**src/design/cip_pkg.sv**
```systemverilog
// package: constants and types of the central interrupt prioritizer
package cip_pkg;

  localparam int CIP_CHANNELS = 32;
  localparam int CIP_IDX_W    = 6;

  // channel assignment of the fixed sources
  localparam int CIP_CH_BROWNOUT       = 0;
  localparam int CIP_CH_EXT_PIN        = 1;
  localparam int CIP_CH_WD_EXPIRED     = 2;
  localparam int CIP_CH_WD_HALFWAY     = 3;
  localparam int CIP_CH_SERIAL_ERR     = 4;
  localparam int CIP_CH_SERIAL0_RX     = 5;
  localparam int CIP_CH_SERIAL0_TX     = 6;
  localparam int CIP_CH_SERIAL1_RX     = 7;
  localparam int CIP_CH_SERIAL1_TX     = 8;
  localparam int CIP_CH_PMBUS          = 9;
  localparam int CIP_CH_CMP_SERIAL     = 10;
  localparam int CIP_CH_FRONT_END_ZERO = 11;
  localparam int CIP_CH_CONV_DONE      = 24;
  localparam int CIP_CH_FAULT_MUX      = 25;

  // register offsets (byte addresses)
  localparam logic [7:0] CIP_OFS_PENDING = 8'h00;
  localparam logic [7:0] CIP_OFS_ENABLE  = 8'h04;
  localparam logic [7:0] CIP_OFS_FASTSEL = 8'h08;
  localparam logic [7:0] CIP_OFS_FASTIDX = 8'h0C;
  localparam logic [7:0] CIP_OFS_NORMIDX = 8'h10;
  localparam logic [7:0] CIP_OFS_STATUS  = 8'h14;
  localparam logic [7:0] CIP_OFS_IRQMASK = 8'h18;
  localparam logic [7:0] CIP_OFS_RAW     = 8'h1C;

  // reset values
  localparam logic [31:0] CIP_RST_ENABLE  = 32'h0000_0000;
  localparam logic [31:0] CIP_RST_FASTSEL = 32'h0000_0000;
  localparam logic [1:0]  CIP_RST_IRQMASK = 2'h0;

  // index reported when nothing is pending on a line
  localparam logic [5:0] CIP_IDX_NONE = 6'h3F;

  // status bit positions
  localparam int CIP_ST_FAST = 0;
  localparam int CIP_ST_NORM = 1;

  typedef struct packed {
    logic [7:0]  addr;
    logic [31:0] wdata;
    logic        wr;
    logic        rd;
  } cip_bus_s;

  typedef struct packed {
    logic       valid;
    logic [5:0] index;
  } cip_winner_s;

  // one-hot processor-facing request state
  typedef enum logic [2:0] {
    CIP_IDLE = 3'b001,
    CIP_FAST = 3'b010,
    CIP_NORM = 3'b100
  } cip_line_e;

endpackage

```
**src/design/cip_central_interrupt_unit.sv**
```systemverilog
// central interrupt unit: 32 channels prioritized onto fast and normal lines
//
// The address-and-strobe port and the address map are this design's own decisions.
`timescale 1ns/1ps
`default_nettype none
module cip_central_interrupt_unit
  import cip_pkg::*;
#(
  parameter int CHANNELS = 32
) (
  input  wire logic                mclk,
  input  wire logic                reset,
  input  wire logic                brownoutEvent,
  input  wire logic                externalPinEvent,
  input  wire logic                watchdogExpiredEvent,
  input  wire logic                watchdogHalfwayEvent,
  input  wire logic                serialErrorEvent,
  input  wire logic                serial0ReceiveEvent,
  input  wire logic                serial0TransmitEvent,
  input  wire logic                serial1ReceiveEvent,
  input  wire logic                serial1TransmitEvent,
  input  wire logic                pmbusEvent,
  input  wire logic                comparatorSerialSharedEvent,
  input  wire logic                frontEndZeroEvent,
  input  wire logic                conversionDoneEvent,
  input  wire logic                faultMuxEvent,
  input  wire logic [CHANNELS-1:0] otherRequest,
  input  wire logic [7:0]          regAddr,
  input  wire logic [31:0]         regWdata,
  input  wire logic                regWrite,
  input  wire logic                regRead,
  output logic      [31:0]         regRdata,
  output logic                     fastInterruptRequest,
  output logic                     normalInterruptRequest,
  output logic      [5:0]          fastVectorIndex,
  output logic      [5:0]          normalVectorIndex,
  output logic                     irqOut
);

  import cip_pkg::*;

  // bus gathered for decoding
  cip_bus_s bus;
  assign bus = '{addr: regAddr, wdata: regWdata, wr: regWrite, rd: regRead};

  // register write hit test
  function automatic logic wrHit(input cip_bus_s b, input logic [7:0] ofs);
    wrHit = b.wr && (b.addr == ofs);
  endfunction

  // source assembly, named sources override generic inputs
  logic [CHANNELS-1:0] source;
  always_comb begin
    source = otherRequest;
    source[CIP_CH_BROWNOUT]       = brownoutEvent;
    source[CIP_CH_EXT_PIN]        = externalPinEvent;
    source[CIP_CH_WD_EXPIRED]     = watchdogExpiredEvent;
    source[CIP_CH_WD_HALFWAY]     = watchdogHalfwayEvent;
    source[CIP_CH_SERIAL_ERR]     = serialErrorEvent;
    source[CIP_CH_SERIAL0_RX]     = serial0ReceiveEvent;
    source[CIP_CH_SERIAL0_TX]     = serial0TransmitEvent;
    source[CIP_CH_SERIAL1_RX]     = serial1ReceiveEvent;
    source[CIP_CH_SERIAL1_TX]     = serial1TransmitEvent;
    source[CIP_CH_PMBUS]          = pmbusEvent;
    source[CIP_CH_CMP_SERIAL]     = comparatorSerialSharedEvent;
    source[CIP_CH_FRONT_END_ZERO] = frontEndZeroEvent;
    source[CIP_CH_CONV_DONE]      = conversionDoneEvent;
    source[CIP_CH_FAULT_MUX]      = faultMuxEvent;
  end

  // configuration registers
  logic [CHANNELS-1:0] enable_reg;
  logic [CHANNELS-1:0] enable_next;
  logic [CHANNELS-1:0] fastSel_reg;
  logic [CHANNELS-1:0] fastSel_next;
  logic [1:0]          irqMask_reg;
  logic [1:0]          irqMask_next;
  logic [CHANNELS-1:0] clearMask;

  // firmware writes; clearing is write-one to pending
  always_comb begin
    enable_next  = enable_reg;
    fastSel_next = fastSel_reg;
    irqMask_next = irqMask_reg;
    clearMask    = '0;
    if (wrHit(bus, CIP_OFS_ENABLE)) begin
      enable_next = bus.wdata[CHANNELS-1:0];
    end
    if (wrHit(bus, CIP_OFS_FASTSEL)) begin
      fastSel_next = bus.wdata[CHANNELS-1:0];
    end
    if (wrHit(bus, CIP_OFS_IRQMASK)) begin
      irqMask_next = bus.wdata[1:0];
    end
    if (wrHit(bus, CIP_OFS_PENDING)) begin
      clearMask = bus.wdata[CHANNELS-1:0];
    end
  end

  always_ff @(posedge mclk or posedge reset) begin
    if (reset) begin
      enable_reg  <= CIP_RST_ENABLE[CHANNELS-1:0];
      fastSel_reg <= CIP_RST_FASTSEL[CHANNELS-1:0];
      irqMask_reg <= CIP_RST_IRQMASK;
    end else begin
      enable_reg  <= enable_next;
      fastSel_reg <= fastSel_next;
      irqMask_reg <= irqMask_next;
    end
  end

  // sticky pending flags
  logic [CHANNELS-1:0] pending;
  cip_sticky_flags #(.WIDTH(CHANNELS)) u_flags (
    .mclk      (mclk),
    .reset     (reset),
    .source    (source),
    .clearMask (clearMask),
    .pending   (pending)
  );

  // split unmasked pending onto the two lines
  logic [CHANNELS-1:0] fastReq;
  logic [CHANNELS-1:0] normReq;
  always_comb begin
    fastReq = pending & enable_reg & fastSel_reg;
    normReq = pending & enable_reg & ~fastSel_reg;
  end

  cip_winner_s fastWin;
  cip_winner_s normWin;
  cip_priority_encoder #(.WIDTH(CHANNELS)) u_fastEnc (
    .req    (fastReq),
    .winner (fastWin)
  );
  cip_priority_encoder #(.WIDTH(CHANNELS)) u_normEnc (
    .req    (normReq),
    .winner (normWin)
  );

  // line state: fast outranks normal
  cip_line_e line_reg;
  cip_line_e line_next;
  always_comb begin
    if (fastWin.valid) begin
      line_next = CIP_FAST;
    end else if (normWin.valid) begin
      line_next = CIP_NORM;
    end else begin
      line_next = CIP_IDLE;
    end
  end

  // line state register
  always_ff @(posedge mclk or posedge reset) begin
    if (reset) begin
      line_reg <= CIP_IDLE;
    end else begin
      line_reg <= line_next;
    end
  end

  // registered outputs; the four request and index outputs share one flop group
  logic        fastReq_reg;
  logic        fastReq_next;
  logic        normReq_reg;
  logic        normReq_next;
  logic [5:0]  fastIdx_reg;
  logic [5:0]  fastIdx_next;
  logic [5:0]  normIdx_reg;
  logic [5:0]  normIdx_next;
  logic [1:0]  status_reg;
  logic [1:0]  status_next;
  logic        irq_reg;
  logic        irq_next;
  logic [31:0] rdata_reg;
  logic [31:0] rdata_next;

  // request lines and winning indices
  always_comb begin
    fastReq_next = fastWin.valid;
    normReq_next = normWin.valid;
    fastIdx_next = fastWin.index;
    normIdx_next = normWin.index;
  end

  // request and index flops, indices idle at the none value
  always_ff @(posedge mclk or posedge reset) begin
    if (reset) begin
      fastReq_reg <= 1'b0;
      normReq_reg <= 1'b0;
      fastIdx_reg <= CIP_IDX_NONE;
      normIdx_reg <= CIP_IDX_NONE;
    end else begin
      fastReq_reg <= fastReq_next;
      normReq_reg <= normReq_next;
      fastIdx_reg <= fastIdx_next;
      normIdx_reg <= normIdx_next;
    end
  end

  // sticky line events, set wins over write-one clear
  always_comb begin
    status_next = status_reg;
    if (wrHit(bus, CIP_OFS_STATUS)) begin
      status_next = status_reg & ~bus.wdata[1:0];
    end
    if (fastWin.valid) begin
      status_next[CIP_ST_FAST] = 1'b1;
    end
    if (normWin.valid) begin
      status_next[CIP_ST_NORM] = 1'b1;
    end
  end

  // status flops
  always_ff @(posedge mclk or posedge reset) begin
    if (reset) begin
      status_reg <= 2'h0;
    end else begin
      status_reg <= status_next;
    end
  end

  // level interrupt follows next status and mask together
  always_comb begin
    irq_next = |(status_next & irqMask_next);
  end

  // interrupt flop
  always_ff @(posedge mclk or posedge reset) begin
    if (reset) begin
      irq_reg <= 1'b0;
    end else begin
      irq_reg <= irq_next;
    end
  end

  // read mux, answer in the following cycle
  always_comb begin
    rdata_next = 32'h0000_0000;
    if (bus.rd) begin
      unique case (bus.addr)
        CIP_OFS_PENDING: rdata_next = 32'(pending);
        CIP_OFS_ENABLE:  rdata_next = 32'(enable_reg);
        CIP_OFS_FASTSEL: rdata_next = 32'(fastSel_reg);
        CIP_OFS_FASTIDX: rdata_next = {26'h0, fastIdx_reg};
        CIP_OFS_NORMIDX: rdata_next = {26'h0, normIdx_reg};
        CIP_OFS_STATUS:  rdata_next = {30'h0, status_reg};
        CIP_OFS_IRQMASK: rdata_next = {30'h0, irqMask_reg};
        CIP_OFS_RAW:     rdata_next = 32'(source);
        default:         rdata_next = 32'h0000_0000;
      endcase
    end
  end

  // read data flop, zero outside the answer slot
  always_ff @(posedge mclk or posedge reset) begin
    if (reset) begin
      rdata_reg <= 32'h0000_0000;
    end else begin
      rdata_reg <= rdata_next;
    end
  end

  assign fastInterruptRequest   = fastReq_reg;
  assign normalInterruptRequest = normReq_reg;
  assign fastVectorIndex        = fastIdx_reg;
  assign normalVectorIndex      = normIdx_reg;
  assign irqOut                 = irq_reg;
  assign regRdata               = rdata_reg;

endmodule
`default_nettype wire

```
**src/design/cip_priority_encoder.sv**
```systemverilog
// highest-numbered set bit finder
`timescale 1ns/1ps
`default_nettype none
module cip_priority_encoder
  import cip_pkg::*;
#(
  parameter int WIDTH = 32
) (
  input  wire logic [WIDTH-1:0] req,
  output cip_pkg::cip_winner_s  winner
);

  import cip_pkg::*;

  // scan upward so the highest channel wins
  always_comb begin
    winner.valid = 1'b0;
    winner.index = CIP_IDX_NONE;
    for (int i = 0; i < WIDTH; i++) begin
      if (req[i]) begin
        winner.valid = 1'b1;
        winner.index = 6'(i);
      end
    end
  end

endmodule
`default_nettype wire

```
**src/design/cip_sticky_flags.sv**
```systemverilog
// pending flags: set by source, cleared by firmware once source drops
`timescale 1ns/1ps
`default_nettype none
module cip_sticky_flags #(
  parameter int WIDTH = 32
) (
  input  wire logic             mclk,
  input  wire logic             reset,
  input  wire logic [WIDTH-1:0] source,
  input  wire logic [WIDTH-1:0] clearMask,
  output logic      [WIDTH-1:0] pending
);

  logic [WIDTH-1:0] pending_reg;
  logic [WIDTH-1:0] pending_next;

  // a live source keeps or sets its flag, so set wins over clear
  always_comb begin
    pending_next = (pending_reg & ~clearMask) | source;
  end

  always_ff @(posedge mclk or posedge reset) begin
    if (reset) begin
      pending_reg <= '0;
    end else begin
      pending_reg <= pending_next;
    end
  end

  assign pending = pending_reg;

endmodule
`default_nettype wire

```
**config.mk**
```make
export PLATFORM = sky130hd
export DESIGN_NAME = cip_central_interrupt_unit
export DESIGN_NICKNAME = d
export VERILOG_FILES = /design/src/design/cip_pkg.sv /design/src/design/cip_central_interrupt_unit.sv /design/src/design/cip_priority_encoder.sv /design/src/design/cip_sticky_flags.sv
export SDC_FILE = /design/constraint.sdc
export NUM_CORES = 1
export LEC_CHECK = 0
export BUFFER_PORTS_ARGS = -buffer_cell sky130_fd_sc_hd__buf_4
export CAP_MARGIN = 10
export CORE_MARGIN = 3
export CORE_UTILIZATION = 62
export CTS_BUF_LIST = sky130_fd_sc_hd__clkbuf_4
export CTS_CLUSTER_SIZE = 12
export DETAILED_ROUTE_END_ITERATION = 10
export GPL_ROUTABILITY_DRIVEN = 0
export PLACE_DENSITY = 0.86
export SETUP_SLACK_MARGIN = 0.3
export SLEW_MARGIN = 30
export SYNTH_ARGS = -nofsm -noshare
export SYNTH_HDL_FRONTEND = slang
export SYNTH_SLANG_ARGS = --single-unit
```
**constraint.sdc**
```tcl
create_clock -name mclk -period 8.8 [get_ports mclk]
set_input_delay 1.76 -clock mclk [delete_from_list [all_inputs] [get_ports mclk]]
set_output_delay 1.76 -clock mclk [all_outputs]
set_load 0.005 [all_outputs]
```
==> flow_metrics.tcl, run 1 <==
set metrics [dict create \
    final_antenna_net_count 0 \
    drcViolationCount 0 \
    power.ir.vdd_worst_mv 0.163 \
    placeableCoreArea_um2 11100 \
    tritoncts_num_sinks 147 \
    dp_hpwl_um 13400 \
    wirelength_um 19800 \
    final_max_slew_viol_count 0 \
    grt.overflow.total 0 \
    holdCritPathClass "flop to flop" \
    cts.hold.buffers_added 0 \
    htree_num_levels 4 \
    mappedNetlistArea_um2 7150 \
    dominantRegCellSynth "dfrtp_1" \
    num_rows 38 \
    unrepaired_setup_endpoints_after_global_routing "false" \
    synth_top_cells_by_count "dfrtp_1, nand2_1, mux2_1" \
    post_cts.resized_instances 0 \
    grt_pass1_wl_um 32000 \
    biggest_fanout_along_the_worst_timing_path 32 \
    synth_cell_types 59 \
    r2r_cells 6 \
    power_leakage_nw 3.88 \
    vias 6149 \
    final_count_of_hold_timing_violations 0 \
    setup_violation_total_in_the_final_timing_report 0 \
    regArea_um2 3690 \
    area_added_between_synthesis_and_finish_pct 18.0 \
    ioPinCount 137 \
    post_synthesis_net_count 739 \
    power-per-cell-area_nw_per_um2 162 \
    grt_start_max_net_pins 85 \
    cts.clk_slew.worst_paths_ps 130 \
    number_of_antenna_repair_diodes 0 \
    tritoncts "yes" \
    layout_min_cycle_time_ps 3810 \
    die-area_um2 12900 \
    final_net_count 857 \
    clock-skew-final_ps 25.1 \
    detail_route.first_pass.iterations 8 \
    avgRoutedWirePerCell_um 21.5 \
    clockRootBuffer "clkbuf_4" \
    die_height_um 113 \
    cp-endpoint "enable_reg[7]" \
    portBuffers 122 \
    postSynthRegisterBits 147 \
    yosys-top-cells-area "dfrtp_1, mux2_1, nand2_1, dfstp_2, a222oi_1" \
    cp_data_arrival_time_ps 4240 \
    initial_antenna_violation_count 0 \
    fmax_ghz 0.263 \
    multi_input_comb_area_um2 3300 \
    routed_via_density 6.68 \
    post_cts_buffers 0 \
    timing.max_cap.violations 0 \
    r2r_end "irqOut" \
    r2r-start "u_flags.pending[22]" \
    period_share_pct 43.3 \
    clock_buffers_created_by_tritoncts 17 \
    outcome "finished, final reports clean" \
    worst_setup_path_start_kind "input port" \
    yosys_warnings 0 \
    fp.dieW_um 113 \
    seq_area_frac_synth_pct 51.6 \
    setup.worst_path.class "input port to flop" \
    fin_setup_tns_ps 0 \
    syn_area_per_cell_um2 11.0 \
    regToRegSetupSlack_ps 6760 \
    synth_top_cell_area_share_pct 47.2 \
    first_global_vias 6324 \
    placed_area_um2 8150 \
    yosys.area.top_type "dfrtp_1" \
    slew-limit-headroom_pct 34.7 \
    cts_buffer_depth 2 \
    yosys.cell_count.top_type "dfrtp_1" \
    layout-drive-gt1-share_pct 24.5 \
    final_area_um2 8440 \
    holdPathStages 1 \
    clock_latency_ps 570 \
    worst-endpoint-required_ps 9230 \
    synth-edff-count 0 \
    synth_async_sr_flop_share_pct 100 \
    fillerInstances 758 \
    worst_setup_path_startpoint "regAddr[1]" \
    initial_utilization_pct 64.6 \
    drt_iter0_markers 810 \
    synthCells 649 \
    tightest_slew_ps 977 \
    groute.usage.overall_pct 31.7 \
    crit_path_end_kind "flop" \
]
[area by class of cell]
type                            count  share of cell area, %
Sequential cell                   147                   43.8
Multi-Input combinational cell    469                   39.1
Timing Repair Buffer              127                   11.3
Tap cell                          140                   2.07
Clock buffer                       20                   1.78
Clock inverter                     12                   1.66
Inverter                            5                  0.282
[layout by cell type (no fill, tap or decap), drive strengths merged, types with 6 or more instances in the layout]
cell type    n
nand4       13
clkbuf      20
nand2b       9
nand2       95
nor2b        7
a21oi       37
o21ai        9
buf        127
a222oi      30
nand3b      18
nand3       43
dfstp       12
a31oi        7
mux2        70
clkinv       6
and3b       14
dfrtp      135
nor3         6
nor2        18
a21o        34
[how the worst min path moves through the flow]
| stage | from | end | slack, ps |
|---|---|---|---|
| CTS | status_reg[1] | status_reg[1] | 530 |
| detailed placement | status_reg[1] | status_reg[1] | 510 |
| floorplan | status_reg[1] | status_reg[1] | 470 |
| global route | status_reg[1] | status_reg[1] | 550 |
| finish | status_reg[1] | status_reg[1] | 530 |
| global placement | status_reg[1] | status_reg[1] | 500 |
[metrics by stage]
stage / hold slack, ps / util (%) / power, mW / std cells / setup slack [ps]
2_1_floorplan: 469 / - / 0.840 / 649 / 3110
3_3_place_gp: 496 / 73.5 / 0.927 / 888 / 4520
3_5_place_dp: 515 / 73.6 / 0.938 / 888 / 4480
4_1_cts: 525 / 76.2 / 1.37 / 920 / 5100
5_1_grt: 553 / 76.2 / 1.42 / 920 / 4900
6_report: 532 / 76.2 / 1.37 / 920 / 4990
[critical path, stage by stage]
cell     delay (ps)
buf_4           120
nor3_4          230
nand2_2         190
nor4b_4         250
buf_4           440
nand2_2         670
mux2_1          560
[logic make-up after synthesis]
kind of cell | after synthesis | share of synthesized area (%)
compound gates | 157 | 16.2
mux | 71 | 11.2
simple gates | 241 | 18.5
flops | 147 | 51.6
buf+inv | 33 | 2.48
[report_power, final]
part	total, mW	leakage [nW]	switching [mW]	internal, mW
clock network	0.439	0.154	0.237	0.202
logic	0.180	1.90	0.0916	0.0883
registers	0.748	1.82	0.0298	0.718
[routing by layer]
metal  up-vias  global-route usage [%]  wire length, um
met5         -                       0                0
met4         0                    12.5              473
met3        54                    8.70             2170
met2       414                    51.6             9580
met1      2981                    40.8             7570
li1       2700                       -                -
(Power assumes the default switching activity.)
==> run 2, diff against run 1 <==
Settings changed: CORE_UTILIZATION 62 to 52, PLACE_DENSITY 0.86 to 0.77.
Clock period 8.8 ns to 3.4 ns, I/O delays scaled along.
==> run 2 against run 1 <==
  * Core utilization is 12 points lower
  * Clock skew is 0.95 ps lower
  * Register-to-register slack worse by 5400 ps
  * Clock-buffer cell count is 1 lower
  * Combinational power grew to 2.6 times the previous value
  * Die area is 18% higher
  * Flip-flop and latch count stayed put
  * Via count is 3.2% lower
  * Sequential power grew to 2.6 times the previous value
  * Global-route usage is 5.6 points lower
  * Clock power grew to 2.6 times the previous value
  * Critical path type unchanged
  * Largest cell class unchanged
  * Largest power group unchanged
  * Highest routed layer unchanged
==> flow_metrics.tcl, run 2 (same netlist as run 1, synthesis figures left out) <==
set metrics [dict create \
    internal-power_mw 2.60 \
    final_antenna_net_count 0 \
    crit_path_frequent_cell "nand2_2" \
    switching_share_pct 26.2 \
    setup_ws_ps 1300 \
    num_rows 42 \
    clockRootBuffer "clkbuf_4" \
    tritoncts_num_sinks 147 \
    layout-drive-gt1-share_pct 24.5 \
    grt_pass1_wl_um 30100 \
    vias 5951 \
    initial_utilization_pct 53.6 \
    tritoncts "yes" \
    period_share_pct 61.9 \
    portBuffers 122 \
    placement.setup.worst_slack_ps 752 \
    r2r_cells 6 \
    grt-busiest-layer "met2" \
    layout_commonest_cell "dfrtp_1" \
    clock_latency_ps 570 \
    routed_via_density 6.20 \
    max_stage_delay_ps 320 \
    layout.cells.most_common_list "dfrtp_1, buf_4, nand2_1" \
    placeableCoreArea_um2 13300 \
    cts.clk_slew.worst_paths_ps 100 \
    cp_data_arrival_time_ps 2540 \
    cp-endpoint "fastSel_reg[10]" \
    clock-skew-final_ps 24.2 \
    post_layout_nonfiller_instances 960 \
    regToRegSetupSlack_ps 1350 \
    r2r_end "irqOut" \
    multi_input_comb_area_um2 3290 \
    area_added_between_synthesis_and_finish_pct 19.2 \
    cts.hold.buffers_added 0 \
    post_cts_buffers 0 \
    comb_power_share_pct 13.1 \
    power.ir.vdd_worst_mv 0.222 \
    detail_route.first_pass.iterations 7 \
    drt_iter0_markers 690 \
    power_frac_clock_pct 31.9 \
    avgRoutedWirePerCell_um 20.0 \
    number_of_antenna_repair_diodes 0 \
    final_max_slew_viol_count 0 \
    globalRouteMet3Util_pct 4.80 \
    initial_antenna_violation_count 0 \
    p_switching_mw 0.923 \
    grt_start_max_net_pins 148 \
    final_count_of_hold_timing_violations 0 \
    power_leakage_nw 3.89 \
    ioPinCount 137 \
    post_cts.resized_instances 0 \
    globalRouteMet1Util_pct 35.7 \
    power.share.sequential_pct 55.1 \
    timing.max_cap.violations 0 \
    r2r-start "u_flags.pending[22]" \
    first_global_vias 5813 \
    worst-endpoint-required_ps 3840 \
    utilization_pct 63.8 \
    regArea_um2 3690 \
    tightest_slew_ps 829 \
    path_depth 8 \
    power-per-cell-area_nw_per_um2 413 \
    slew-limit-headroom_pct 44.8 \
    grt.overflow.total 0 \
    setup_violation_total_in_the_final_timing_report 0 \
    worst_setup_path_start_kind "input port" \
    use_met2_pct 42.5 \
    wirelength_um 19200 \
    crit_path_end_kind "flop" \
    clock_buffers_created_by_tritoncts 17 \
    critical_path.cell_chain "buf_4, nor2_1, nand2_2, nor2_4, and2_1, nand2_2, buf_12, mux2_1" \
    final_net_count 861 \
    biggest_fanout_along_the_worst_timing_path 17 \
    fillerInstances 1089 \
    fmax_ghz 0.475 \
    fin_setup_tns_ps 0 \
    worst_path_dominant_cell_family "simple AND/OR/NAND/NOR gates" \
    placedCellCount 928 \
    dp_hpwl_um 13100 \
    worst_setup_path_startpoint "regAddr[7]" \
    count_of_buffering_cells_on_the_critical_path_with_inverters_included 2 \
    die_height_um 123 \
    outcome "finished, final reports clean" \
    die-area_um2 15200 \
    critPathSlowestCell "mux2_1" \
    fp.dieW_um 123 \
    layout_min_cycle_time_ps 2100 \
    drcViolationCount 0 \
    groute.usage.overall_pct 26.2 \
    cts_buffer_depth 2 \
    setup.worst_path.class "input port to flop" \
    htree_num_levels 4 \
    unrepaired_setup_endpoints_after_global_routing "false" \
    holdCritPathClass "input port to asynchronous set/reset pin" \
]
## run 2: area by class of cell
| class | count | share of cell area, % |
|---|---|---|
| Clock buffer | 19 | 1.67 |
| Clock inverter | 13 | 1.67 |
| Inverter | 5 | 0.264 |
| Multi-Input combinational cell | 469 | 38.6 |
| Sequential cell | 147 | 43.3 |
| Tap cell | 176 | 2.58 |
| Timing Repair Buffer | 131 | 11.8 |
## run 2: worst min-delay path by stage
stage | start | slack (ps) | depth (start not counted) | end
after CTS | serialErrorEvent | 260 | 2 | u_flags.pending[4]
after global routing | watchdogExpiredEvent | 250 | 2 | u_flags.pending[2]
final | reset | 290 | 3 | status_reg[1]
after global placement | status_reg[1] | 500 | 1 | status_reg[1]
after detailed placement | u_flags.pending[8] | 520 | 1 | u_flags.pending[8]
after floorplan | status_reg[1] | 470 | 1 | status_reg[1]
## run 2: worst register-to-register path, cell delays in order, from the launching register on
cell	delay, ps
dfrtp_1	430
nand3_1	210
nand4_1	190
nor4_2	370
nand3_1	260
a21o_1	240
a22o_1	240
## run 2: routing by layer
layer	wire length (um)	vias to the layer above
met4	311	0
met5	0	-
met1	8150	2933
met2	9230	282
li1	-	2708
met3	1490	28
## run 2: per-stage QoR
stage               hold slack [ps]  instance area [um^2]  power [mW]
finish                          291                  8520        3.52
global route                    249                  8520        3.67
CTS                             257                  8520        3.54
detailed placement              518                  8240        2.43
global placement                502                  8240        2.41
floorplan                       469                  7160        2.17
## run 2: power by group through the flow
stage                     clock [mW]  sequential (mW)  combinational, mW
after floorplan                    0             1.94              0.231
after global placement             0             1.96              0.446
after detailed placement           0             1.97              0.459
after CTS                       1.14             1.94              0.461
after global routing            1.22             1.95              0.505
final                           1.12             1.94              0.460
